===== config.mk =====
export PLATFORM = sky130hd
export DESIGN_NAME = pwm_setup_ctrl
export DESIGN_NICKNAME = d
export VERILOG_FILES = /design/src/logic/pwm_setup_ctrl.v /design/src/logic/dev_reg_port.v
export VERILOG_INCLUDE_DIRS = /design/src /design/src/logic
export SDC_FILE = /design/constraint.sdc
export NUM_CORES = 1
export LEC_CHECK = 0
export ABC_AREA = 1
export BUFFER_PORTS_ARGS = -buffer_cell sky130_fd_sc_hd__buf_4
export CORE_ASPECT_RATIO = 0.5
export CORE_MARGIN = 4
export CORE_UTILIZATION = 42
export DETAILED_ROUTE_END_ITERATION = 12
export GPL_TIMING_DRIVEN = 0
export PLACE_DENSITY = 0.59
export SETUP_SLACK_MARGIN = 0.02
export SLEW_MARGIN = 25
export SYNTH_ARGS = -nofsm -noshare
export SYNTH_HDL_FRONTEND = slang
export SYNTH_SLANG_ARGS = --single-unit

===== constraint.sdc =====
create_clock -name clk_sys -period 3.45 [get_ports clk_sys]
set_input_delay 0.345 -clock clk_sys [delete_from_list [all_inputs] [get_ports clk_sys]]
set_output_delay 0.345 -clock clk_sys [all_outputs]
set_load 0.005 [all_outputs]

===== src/logic/pwm_setup_regs.vh =====
// constants for the modulator setup controller and the device it drives
`ifndef PWM_SETUP_REGS_VH
`define PWM_SETUP_REGS_VH

// ----------------------------------------------------------------
// own register word indices (byte address = index * 4)
// ----------------------------------------------------------------
`define IDX_CMD        6'h00
`define IDX_CFG0       6'h01
`define IDX_CFG1       6'h02
`define IDX_CFG2       6'h03
`define IDX_STAT       6'h04

// command bits, self clearing
`define CMD_START      0
`define CMD_STATUS     1

// cfg0 fields
`define CFG0_PERIOD    7:0
`define CFG0_DUTY      17:8
`define CFG0_DUTY_HI   17:10
`define CFG0_DUTY_LO   9:8
`define CFG0_PRESC     19:18
`define CFG0_OUTCFG    21:20
`define CFG0_MODE      25:22
`define CFG0_RST       32'h030000ff
`define CFG0_MASK      32'h03ffffff

// cfg1 fields
`define CFG1_STEER     3:0
`define CFG1_SYNC      4
`define CFG1_SRC       7:5
`define CFG1_SRC_CMP   6:5
`define CFG1_SRC_FLT   7
`define CFG1_PSSAC     9:8
`define CFG1_PSSBD     11:10
`define CFG1_RSEN      12
`define CFG1_DB        19:13
`define CFG1_RST       32'h00000000
`define CFG1_MASK      32'h000fffff

// cfg2 fields
`define CFG2_CMP       7:0
`define CFG2_ANSEL     15:8
`define CFG2_RST       32'h00000000
`define CFG2_MASK      32'h0000ffff

// status fields
`define STAT_BUSY      0
`define STAT_DONE      1
`define STAT_ASE       2
`define STAT_RDATA     15:8

// bus responses
`define RESP_OKAY      2'b00
`define RESP_SLVERR    2'b10

// ----------------------------------------------------------------
// device register map, as seen through its register port
// ----------------------------------------------------------------
`define DEV_ASC        4'h0
`define DEV_CHAN       4'h1
`define DEV_TSEL       4'h2
`define DEV_PERIOD     4'h3
`define DEV_STEER      4'h4
`define DEV_RDC        4'h5
`define DEV_TCTL       4'h6
`define DEV_TCNT       4'h7
`define DEV_DUTYH      4'h8
`define DEV_DIR        4'h9
`define DEV_CMP        4'ha
`define DEV_ANSEL      4'hb

// device field positions and codes
`define ASC_ASE        7
`define RDC_RSEN       7
`define TCTL_RUN       2
`define FAULT_ANSEL    0
`define HALF_BRIDGE    2'b10
`define DIR_UNUSED     4'hf

// ----------------------------------------------------------------
// sequencer steps
// ----------------------------------------------------------------
`define STEP_DIR_IN    5'h00
`define STEP_STEER     5'h01
`define STEP_PERIOD    5'h02
`define STEP_SRC       5'h03
`define STEP_CMP       5'h04
`define STEP_ANSEL     5'h05
`define STEP_PSS       5'h06
`define STEP_NORST     5'h07
`define STEP_FORCE     5'h08
`define STEP_CHAN      5'h09
`define STEP_DUTYH     5'h0a
`define STEP_DB        5'h0b
`define STEP_PRESC     5'h0c
`define STEP_RUN       5'h0d
`define STEP_DIR_OUT   5'h0e
`define STEP_GO        5'h0f
`define STEP_READ      5'h10
`define STEP_INC       5'h01

`endif


===== src/logic/pwm_setup_ctrl.v =====
// host controller that runs the modulator setup sequence over axi4-lite
`include "pwm_setup_regs.vh"
`timescale 1ns/100ps
module pwm_setup_ctrl
(
  input  wire        clk_sys,
  input  wire        rst_b,
  input  wire [7:0]  s_axi_awaddr,
  input  wire        s_axi_awvalid,
  output wire        s_axi_awready,
  input  wire [31:0] s_axi_wdata,
  input  wire [3:0]  s_axi_wstrb,
  input  wire        s_axi_wvalid,
  output wire        s_axi_wready,
  output reg  [1:0]  s_axi_bresp_r,
  output reg         s_axi_bvalid_r,
  input  wire        s_axi_bready,
  input  wire [7:0]  s_axi_araddr,
  input  wire        s_axi_arvalid,
  output wire        s_axi_arready,
  output reg  [31:0] s_axi_rdata_r,
  output reg  [1:0]  s_axi_rresp_r,
  output reg         s_axi_rvalid_r,
  input  wire        s_axi_rready,
  output wire        dev_req,
  output wire        dev_we,
  output wire [3:0]  dev_addr,
  output wire [7:0]  dev_wdata,
  input  wire        dev_ack,
  input  wire [7:0]  dev_rdata
);

  localparam S_IDLE  = 2'd0;
  localparam S_ISSUE = 2'd1;
  localparam S_WAIT  = 2'd2;

  // ----------------------------------------------------------------
  // state
  // ----------------------------------------------------------------
  reg  [31:0] cfg0_r;
  reg  [31:0] cfg1_r;
  reg  [31:0] cfg2_r;
  reg         aw_hold_r;
  reg  [7:0]  aw_addr_r;
  reg         w_hold_r;
  reg  [31:0] w_data_r;
  reg  [3:0]  w_strb_r;
  reg  [1:0]  state_r;
  reg  [4:0]  step_r;
  reg         go_r;
  reg         done_r;
  reg         ase_r;
  reg  [7:0]  last_rd_r;
  reg         start_cmd;
  reg         stat_cmd;

  wire        aw_fire;
  wire        w_fire;
  wire        aw_have;
  wire        w_have;
  wire        wr_do;
  wire [7:0]  wr_addr;
  wire [31:0] wr_data;
  wire [3:0]  wr_strb;
  wire [5:0]  wr_idx;
  wire [5:0]  rd_idx;
  wire        busy;
  wire        port_done;
  wire [7:0]  port_rdata;

  // ----------------------------------------------------------------
  // axi4-lite write path: address and data in either order
  // ----------------------------------------------------------------
  assign s_axi_awready = !aw_hold_r && !s_axi_bvalid_r;
  assign s_axi_wready  = !w_hold_r && !s_axi_bvalid_r;
  assign aw_fire = s_axi_awvalid && s_axi_awready;
  assign w_fire  = s_axi_wvalid && s_axi_wready;
  assign aw_have = aw_hold_r || aw_fire;
  assign w_have  = w_hold_r || w_fire;
  assign wr_do   = aw_have && w_have && !s_axi_bvalid_r;
  assign wr_addr = aw_hold_r ? aw_addr_r : s_axi_awaddr;
  assign wr_data = w_hold_r ? w_data_r : s_axi_wdata;
  assign wr_strb = w_hold_r ? w_strb_r : s_axi_wstrb;
  assign wr_idx  = wr_addr[7:2];

  // byte-lane merge of a write into a register
  function [31:0] merge;
    input [31:0] old_v;
    input [31:0] new_v;
    input [3:0]  strb;
    input [31:0] mask;
    integer i;
    begin
      merge = old_v;
      for (i = 0; i < 4; i = i + 1)
        if (strb[i])
          merge[i*8 +: 8] = new_v[i*8 +: 8];
      merge = merge & mask;
    end
  endfunction

  // hold whichever half arrived first
  always @(posedge clk_sys or negedge rst_b)
  begin
    if (!rst_b)
    begin
      aw_hold_r <= 1'b0;
      aw_addr_r <= 8'h00;
      w_hold_r  <= 1'b0;
      w_data_r  <= 32'h00000000;
      w_strb_r  <= 4'h0;
    end
    else if (wr_do)
    begin
      aw_hold_r <= 1'b0;
      w_hold_r  <= 1'b0;
    end
    else
    begin
      if (aw_fire)
      begin
        aw_hold_r <= 1'b1;
        aw_addr_r <= s_axi_awaddr;
      end
      if (w_fire)
      begin
        w_hold_r <= 1'b1;
        w_data_r <= s_axi_wdata;
        w_strb_r <= s_axi_wstrb;
      end
    end
  end

  // register writes and write response
  always @(posedge clk_sys or negedge rst_b)
  begin
    if (!rst_b)
    begin
      cfg0_r         <= `CFG0_RST;
      cfg1_r         <= `CFG1_RST;
      cfg2_r         <= `CFG2_RST;
      start_cmd      <= 1'b0;
      stat_cmd       <= 1'b0;
      s_axi_bvalid_r <= 1'b0;
      s_axi_bresp_r  <= `RESP_OKAY;
    end
    else
    begin
      start_cmd <= 1'b0;
      stat_cmd  <= 1'b0;
      if (s_axi_bvalid_r && s_axi_bready)
        s_axi_bvalid_r <= 1'b0;
      if (wr_do)
      begin
        s_axi_bvalid_r <= 1'b1;
        s_axi_bresp_r  <= `RESP_OKAY;
        case (wr_idx)
          `IDX_CMD:
          begin
            start_cmd <= wr_strb[0] && wr_data[`CMD_START];
            stat_cmd  <= wr_strb[0] && wr_data[`CMD_STATUS];
          end
          `IDX_CFG0: cfg0_r <= merge(cfg0_r, wr_data, wr_strb, `CFG0_MASK);
          `IDX_CFG1: cfg1_r <= merge(cfg1_r, wr_data, wr_strb, `CFG1_MASK);
          `IDX_CFG2: cfg2_r <= merge(cfg2_r, wr_data, wr_strb, `CFG2_MASK);
          `IDX_STAT: s_axi_bresp_r <= `RESP_OKAY;  // read only, ignored
          default:   s_axi_bresp_r <= `RESP_SLVERR;
        endcase
      end
    end
  end

  // ----------------------------------------------------------------
  // axi4-lite read path
  // ----------------------------------------------------------------
  assign s_axi_arready = !s_axi_rvalid_r;
  assign rd_idx = s_axi_araddr[7:2];

  always @(posedge clk_sys or negedge rst_b)
  begin
    if (!rst_b)
    begin
      s_axi_rvalid_r <= 1'b0;
      s_axi_rdata_r  <= 32'h00000000;
      s_axi_rresp_r  <= `RESP_OKAY;
    end
    else if (s_axi_arvalid && s_axi_arready)
    begin
      s_axi_rvalid_r <= 1'b1;
      s_axi_rresp_r  <= `RESP_OKAY;
      s_axi_rdata_r  <= 32'h00000000;
      case (rd_idx)
        `IDX_CMD:  s_axi_rdata_r <= 32'h00000000;
        `IDX_CFG0: s_axi_rdata_r <= cfg0_r;
        `IDX_CFG1: s_axi_rdata_r <= cfg1_r;
        `IDX_CFG2: s_axi_rdata_r <= cfg2_r;
        `IDX_STAT:
        begin
          s_axi_rdata_r[`STAT_BUSY]  <= busy;
          s_axi_rdata_r[`STAT_DONE]  <= done_r;
          s_axi_rdata_r[`STAT_ASE]   <= ase_r;
          s_axi_rdata_r[`STAT_RDATA] <= last_rd_r;
        end
        default:   s_axi_rresp_r <= `RESP_SLVERR;
      endcase
    end
    else if (s_axi_rvalid_r && s_axi_rready)
      s_axi_rvalid_r <= 1'b0;
  end

  // ----------------------------------------------------------------
  // setup step table: at most one device access per step (cmp, ansel and db steps can be skipped)
  // ----------------------------------------------------------------
  reg        op_we;
  reg  [3:0] op_addr;
  reg  [7:0] op_data;
  reg        op_skip;
  reg        op_last;
  wire [2:0] src;
  wire [7:0] asc_base;

  assign src      = cfg1_r[`CFG1_SRC];
  assign asc_base = {1'b0, src, cfg1_r[`CFG1_PSSAC], cfg1_r[`CFG1_PSSBD]};

  always @*
  begin
    op_we   = 1'b1;
    op_addr = `DEV_DIR;
    op_data = 8'hff;
    op_skip = 1'b0;
    op_last = 1'b0;
    case (step_r)
      `STEP_DIR_IN:
        op_data = 8'hff;
      `STEP_STEER:
      begin
        op_addr = `DEV_STEER;
        op_data = {3'b000, cfg1_r[`CFG1_SYNC], cfg1_r[`CFG1_STEER]};
      end
      `STEP_PERIOD:
      begin
        op_addr = `DEV_PERIOD;
        op_data = cfg0_r[`CFG0_PERIOD];
      end
      `STEP_SRC:
      begin
        op_addr = `DEV_ASC;
        op_data = asc_base;
      end
      `STEP_CMP:
      begin
        op_addr = `DEV_CMP;
        op_data = cfg2_r[`CFG2_CMP];
        op_skip = (cfg1_r[`CFG1_SRC_CMP] == 2'b00);
      end
      `STEP_ANSEL:
      begin
        op_addr = `DEV_ANSEL;
        op_data = cfg2_r[`CFG2_ANSEL];
        op_data[`FAULT_ANSEL] = 1'b0;
        op_skip = !cfg1_r[`CFG1_SRC_FLT];
      end
      `STEP_PSS:
      begin
        op_addr = `DEV_ASC;
        op_data = asc_base;
      end
      `STEP_NORST:
      begin
        op_addr = `DEV_RDC;
        op_data = {1'b0, cfg1_r[`CFG1_DB]};
      end
      `STEP_FORCE:
      begin
        op_addr = `DEV_ASC;
        op_data = asc_base;
        op_data[`ASC_ASE] = 1'b1;
      end
      `STEP_CHAN:
      begin
        op_addr = `DEV_CHAN;
        op_data = {cfg0_r[`CFG0_OUTCFG], cfg0_r[`CFG0_DUTY_LO],
                   cfg0_r[`CFG0_MODE]};
      end
      `STEP_DUTYH:
      begin
        op_addr = `DEV_DUTYH;
        op_data = cfg0_r[`CFG0_DUTY_HI];
      end
      `STEP_DB:
      begin
        op_addr = `DEV_RDC;
        op_data = {1'b0, cfg1_r[`CFG1_DB]};
        op_skip = (cfg0_r[`CFG0_OUTCFG] != `HALF_BRIDGE);
      end
      `STEP_PRESC:
      begin
        op_addr = `DEV_TCTL;
        op_data = {6'b000000, cfg0_r[`CFG0_PRESC]};
      end
      `STEP_RUN:
      begin
        op_addr = `DEV_TCTL;
        op_data = {6'b000000, cfg0_r[`CFG0_PRESC]};
        op_data[`TCTL_RUN] = 1'b1;
      end
      `STEP_DIR_OUT:
        op_data = {`DIR_UNUSED, ~cfg1_r[`CFG1_STEER]};
      `STEP_GO:
      begin
        op_last = 1'b1;
        if (cfg1_r[`CFG1_RSEN])
        begin
          op_addr = `DEV_RDC;
          op_data = {1'b1, cfg1_r[`CFG1_DB]};
        end
        else
        begin
          op_addr = `DEV_ASC;
          op_data = asc_base;
        end
      end
      `STEP_READ:
      begin
        op_we   = 1'b0;
        op_addr = `DEV_ASC;
        op_data = 8'h00;
        op_last = 1'b1;
      end
      default:
      begin
        op_skip = 1'b1;
        op_last = 1'b1;
      end
    endcase
  end

  // ----------------------------------------------------------------
  // sequencer: walks the table in order, one access at a time
  // ----------------------------------------------------------------
  assign busy = (state_r != S_IDLE);

  always @(posedge clk_sys or negedge rst_b)
  begin
    if (!rst_b)
    begin
      state_r   <= S_IDLE;
      step_r    <= `STEP_DIR_IN;
      go_r      <= 1'b0;
      done_r    <= 1'b0;
      ase_r     <= 1'b0;
      last_rd_r <= 8'h00;
    end
    else
    begin
      go_r <= 1'b0;
      case (state_r)
        S_IDLE:
        begin
          if (start_cmd)
          begin
            done_r  <= 1'b0;
            step_r  <= `STEP_DIR_IN;
            state_r <= S_ISSUE;
          end
          else if (stat_cmd)
          begin
            step_r  <= `STEP_READ;
            state_r <= S_ISSUE;
          end
        end
        S_ISSUE:
        begin
          if (op_skip && op_last)
          begin
            done_r  <= 1'b1;
            state_r <= S_IDLE;
          end
          else if (op_skip)
            step_r <= step_r + `STEP_INC;
          else
          begin
            go_r    <= 1'b1;
            state_r <= S_WAIT;
          end
        end
        S_WAIT:
        begin
          if (port_done)
          begin
            if (!op_we)
            begin
              last_rd_r <= port_rdata;
              ase_r     <= port_rdata[`ASC_ASE];
            end
            if (op_last)
            begin
              done_r  <= 1'b1;
              state_r <= S_IDLE;
            end
            else
            begin
              step_r  <= step_r + `STEP_INC;
              state_r <= S_ISSUE;
            end
          end
        end
        default:
          state_r <= S_IDLE;
      endcase
    end
  end

  // ----------------------------------------------------------------
  // device register port
  // ----------------------------------------------------------------
  dev_reg_port u_port
  (
    .clk_sys     (clk_sys),
    .rst_b       (rst_b),
    .go          (go_r),
    .we          (op_we),
    .addr        (op_addr),
    .wdata       (op_data),
    .done        (port_done),
    .rdata_r     (port_rdata),
    .dev_req_r   (dev_req),
    .dev_we_r    (dev_we),
    .dev_addr_r  (dev_addr),
    .dev_wdata_r (dev_wdata),
    .dev_ack     (dev_ack),
    .dev_rdata   (dev_rdata)
  );

endmodule


===== src/logic/dev_reg_port.v =====
// four-phase request/acknowledge access port to the device registers
`timescale 1ns/100ps
module dev_reg_port
(
  input  wire       clk_sys,
  input  wire       rst_b,
  input  wire       go,
  input  wire       we,
  input  wire [3:0] addr,
  input  wire [7:0] wdata,
  output wire       done,
  output reg  [7:0] rdata_r,
  output reg        dev_req_r,
  output reg        dev_we_r,
  output reg  [3:0] dev_addr_r,
  output reg  [7:0] dev_wdata_r,
  input  wire       dev_ack,
  input  wire [7:0] dev_rdata
);

  localparam ST_IDLE = 2'd0;
  localparam ST_REQ  = 2'd1;
  localparam ST_REL  = 2'd2;

  reg  [1:0] state_r;
  reg        ack_s1_r;
  reg        ack_s2_r;
  reg  [7:0] rd_s1_r;
  reg  [7:0] rd_s2_r;
  reg        done_r;

  assign done = done_r;

  // ----------------------------------------------------------------
  // pin synchronisers
  // ----------------------------------------------------------------
  always @(posedge clk_sys or negedge rst_b)
  begin
    if (!rst_b)
    begin
      ack_s1_r <= 1'b0;
      ack_s2_r <= 1'b0;
      rd_s1_r  <= 8'h00;
      rd_s2_r  <= 8'h00;
    end
    else
    begin
      ack_s1_r <= dev_ack;
      ack_s2_r <= ack_s1_r;
      rd_s1_r  <= dev_rdata;
      rd_s2_r  <= rd_s1_r;
    end
  end

  // ----------------------------------------------------------------
  // handshake: raise req, wait ack, drop req, wait ack low
  // ----------------------------------------------------------------
  always @(posedge clk_sys or negedge rst_b)
  begin
    if (!rst_b)
    begin
      state_r     <= ST_IDLE;
      dev_req_r   <= 1'b0;
      dev_we_r    <= 1'b0;
      dev_addr_r  <= 4'h0;
      dev_wdata_r <= 8'h00;
      rdata_r     <= 8'h00;
      done_r      <= 1'b0;
    end
    else
    begin
      done_r <= 1'b0;
      case (state_r)
        ST_IDLE:
        begin
          if (go)
          begin
            dev_we_r    <= we;
            dev_addr_r  <= addr;
            dev_wdata_r <= wdata;
            dev_req_r   <= 1'b1;
            state_r     <= ST_REQ;
          end
        end
        ST_REQ:
        begin
          if (ack_s2_r)
          begin
            rdata_r   <= rd_s2_r;  // device holds data while ack high
            dev_req_r <= 1'b0;
            state_r   <= ST_REL;
          end
        end
        ST_REL:
        begin
          if (!ack_s2_r)
          begin
            done_r  <= 1'b1;
            state_r <= ST_IDLE;
          end
        end
        default:
        begin
          dev_req_r <= 1'b0;
          state_r   <= ST_IDLE;
        end
      endcase
    end
  end

endmodule


==> flow_metrics.tcl <==
set metrics [dict create \
    outcome "completed" \
    cp_data_arrival_time_ns 2.67 \
    hold_path.class "in -> reg" \
    drc 0 \
    synth_top_family_by_area "simple AND/OR/NAND/NOR gates" \
    drt-total-wl_um 26200 \
    nets 1316 \
    syn_inst 1097 \
    fin_ws_ns 1.12 \
    place.port_buffers 104 \
    yosys_warnings 0 \
    p_leak_nw 5.37 \
    die_area_um2 23900 \
    crit_type "reg -> reg" \
    grt_max_degree 83 \
    maxCapViolCount 0 \
    nFillCells 2021 \
    fin_crit_ns 2.33 \
    drt-initial-drc-count 617 \
    post_cts_buffers 0 \
    die_w_um 215 \
    core_um2 20700 \
    dr.pass1.iters 5 \
    cts.sinks 192 \
    wl_per_cell_um 17.2 \
    ant_nets 0 \
    num_vias 7786 \
    rows 37 \
    end_kind "flip-flop" \
    overflow 0 \
    finalCritPeriodShare 0.677 \
    cts_buffer_depth 2 \
    setup_viol 0 \
    clk_pin_slew_ns 0.08 \
    regToRegSetupSlack_ns 1.12 \
    numCtsBuffers 17 \
    fin_hold_ws_ns 0.0656 \
    multiInputGateArea_um2 3540 \
    fin_tns_setup_ns 0 \
    crit_path_start_kind "flip-flop" \
    cts_resized 0 \
    synthAdderAreaFrac 0.0126 \
    cp_max_fo 7 \
    grt.total_usage 0.221 \
    hold_viol 0 \
    worst_slew_pin_slew_ns 1.00 \
    regArea_um2 4820 \
    powerDensity_nw_per_um2 680 \
    fin_cells 1525 \
    yosys.area_share.simple 0.246 \
    dp.cells 1483 \
    ys_ff_latch 192 \
    die_height_um 111 \
    finalMaxSlewViolations 0 \
    rsz0062_at_grt "no" \
    grt_pass1_wl_um 41500 \
    cts-root-buf "clkbuf_16" \
    finalClockSkew_ns 0.0124 \
    synthesis.area_um2 8950 \
    yosysSeqAreaShare 0.538 \
    htree_num_levels 4 \
    syn_area_per_cell_um2 8.16 \
    synth_xor_area_frac 0 \
    ir_worst_vdd_v 0.000329 \
    cp.required_ns 3.79 \
    drive_gt1_frac 0.157 \
    place_ws_ns 1.17 \
    viasPerCell 5.11 \
    antenna_cells 0 \
    start_util 0.432 \
    io_pins 123 \
    syn2layout_area_growth_pct 21.0 \
    cts_tree "yes" \
    grt_pass1_vias 7613 \
    synthMuxAreaShare 0.00252 \
    gp_congestion 0.960 \
    synth_compound_area_frac 0.131 \
    synth.distinct_cells 40 \
    antenna_found_initial 0 \
    insertion_delay_ns 0.45 \
    hpwl_um 20100 \
    max-slew-margin-rel 0.325 \
    max_freq_mhz 428 \
]
==> critical path, stage by stage (launching register included) <==
cell and delay, ns:
dfrtp_1 0.43, inv_1 0.12, ha_1 0.22, inv_1 0.05, nor2_1 0.25, nand2_1 0.28, nand3_1 0.17, nor2_1 0.10
a21oi_1 0.23, inv_1 0.17, nor2_1 0.17, nor2_1 0.05
==> Yosys cell counts (all sizes together) <==
master	number	area, µm²
nand2	370	1410
dfrtp	182	4550
o21ai	148	775
nor2	104	413
inv	92	345
a21oi	41	224
nand3	31	160
clkbuf	25	93.8
buf	23	178
nand4	21	131
dfstp	10	263
ha	9	113
o31ai	8	65.1
nor3	6	41.3
o211ai	5	37.5
o22ai	4	25.0
a22oi	3	22.5
nor4	3	18.8
mux2	2	22.5
nand3b	2	15.0
or2	2	12.5
a21boi	1	7.51
a22o	1	8.76
a31oi	1	6.26
and3	1	6.26
clkinv	1	3.75
conb	1	3.75
==> layer usage <==
layer,vias up,share of wire,track usage,wire length [µm]
met5,-,0,0,0
met4,0,0.017,0.0695,451
met3,33,0.059,0.0422,1530
met2,209,0.41,0.310,10800
met1,3735,0.51,0.342,13400
li1,3809,-,-,-
==> registers in the layout, indices dropped and copies added, names as in the netlist, 2 cells and up <==
name                flops
u_port.state_r          2
w_strb_r                4
s_axi_rdata_r          26
w_data_r               26
cfg1_r                 20
u_port.rdata_r          8
u_port.dev_wdata_r      8
cfg2_r                 16
cfg0_r                 26
u_port.rd_s1_r          8
last_rd_r               7
state_r                 2
u_port.dev_addr_r       4
step_r                  5
u_port.rd_s2_r          8
aw_addr_r               6
==> stage by stage <==
| step | power (W) | area (µm²) | util |
|---|---|---|---|
| after global routing | 0.00784 | 10800 | 0.522 |
| after global placement | 0.00537 | 10100 | 0.487 |
| after CTS | 0.00739 | 10800 | 0.522 |
| final | 0.00737 | 10800 | 0.522 |
| after floorplan | 0.00457 | 8980 | - |
| after detailed placement | 0.00545 | 10200 | 0.490 |
==> power by group <==
part / internal [W] / leakage, nW / total [W] / switching [W]
logic: 0.000794 / 2.68 / 0.00217 / 0.00137
registers: 0.00285 / 2.42 / 0.00326 / 0.000405
clock network: 0.000975 / 0.275 / 0.00194 / 0.000970
==> timing repair <==
item                                    in CTS  in global routing
hold buffers                                10                  0
endpoints found under the setup margin       0                  0
endpoints found under the hold margin       39                  0
==> cell families after synthesis <==
group | Yosys count
other | 1
muxes | 2
and+or+nand+nor | 540
AOI/OAI and AO/OA | 212
buffers and inverters | 141
DFF | 192
adders and majority gates | 9
==> cell type report <==
| cell class | instances | share of cell area |
|---|---|---|
| flip-flops and latches | 192 | 0.445 |
| multi-input cells | 771 | 0.327 |
| repair buffers | 116 | 0.0871 |
| clock buffers | 20 | 0.0412 |
| inverters | 93 | 0.0322 |
| well taps | 273 | 0.0315 |
| plain buffers | 48 | 0.0251 |
| clock inverters | 12 | 0.0111 |
==> path summary, 6_finish.rpt <==
path                       depth (start not counted)                        start                                end
max                                               11        step_r[1]$_DFFE_PN0P_  u_port.dev_wdata_r[1]$_DFFE_PN0P_
min                                                2                 s_axi_bready         s_axi_bvalid_r$_DFFE_PN0P_
max reg2reg                                       11        step_r[1]$_DFFE_PN0P_  u_port.dev_wdata_r[1]$_DFFE_PN0P_
min reg2reg                                        0  u_port.rd_s1_r[4]$_DFF_PN0_        u_port.rd_s2_r[4]$_DFF_PN0_
max in group asynchronous                          4                        rst_b              cfg0_r[7]$_DFFE_PN1P_
min in group asynchronous                          2                        rst_b         s_axi_bvalid_r$_DFFE_PN0P_
==> placed cells by master, fill, tap and decap left out, types with 8 or more instances in the layout <==
master	Yosys	routed
inv_1	92	92
nand3_1	30	30
clkbuf_16	0	17
dlygate4sd3_1	0	10
conb_1	1	8
o21ai_0	123	123
o21ai_1	16	16
clkbuf_1	25	27
nand4_1	21	21
o21ai_2	9	9
a21oi_1	38	38
nor2_1	99	99
dfstp_2	10	10
buf_4	10	113
dfrtp_1	182	182
nand2_1	366	366
ha_1	9	9
(Power assumes the default switching activity.)
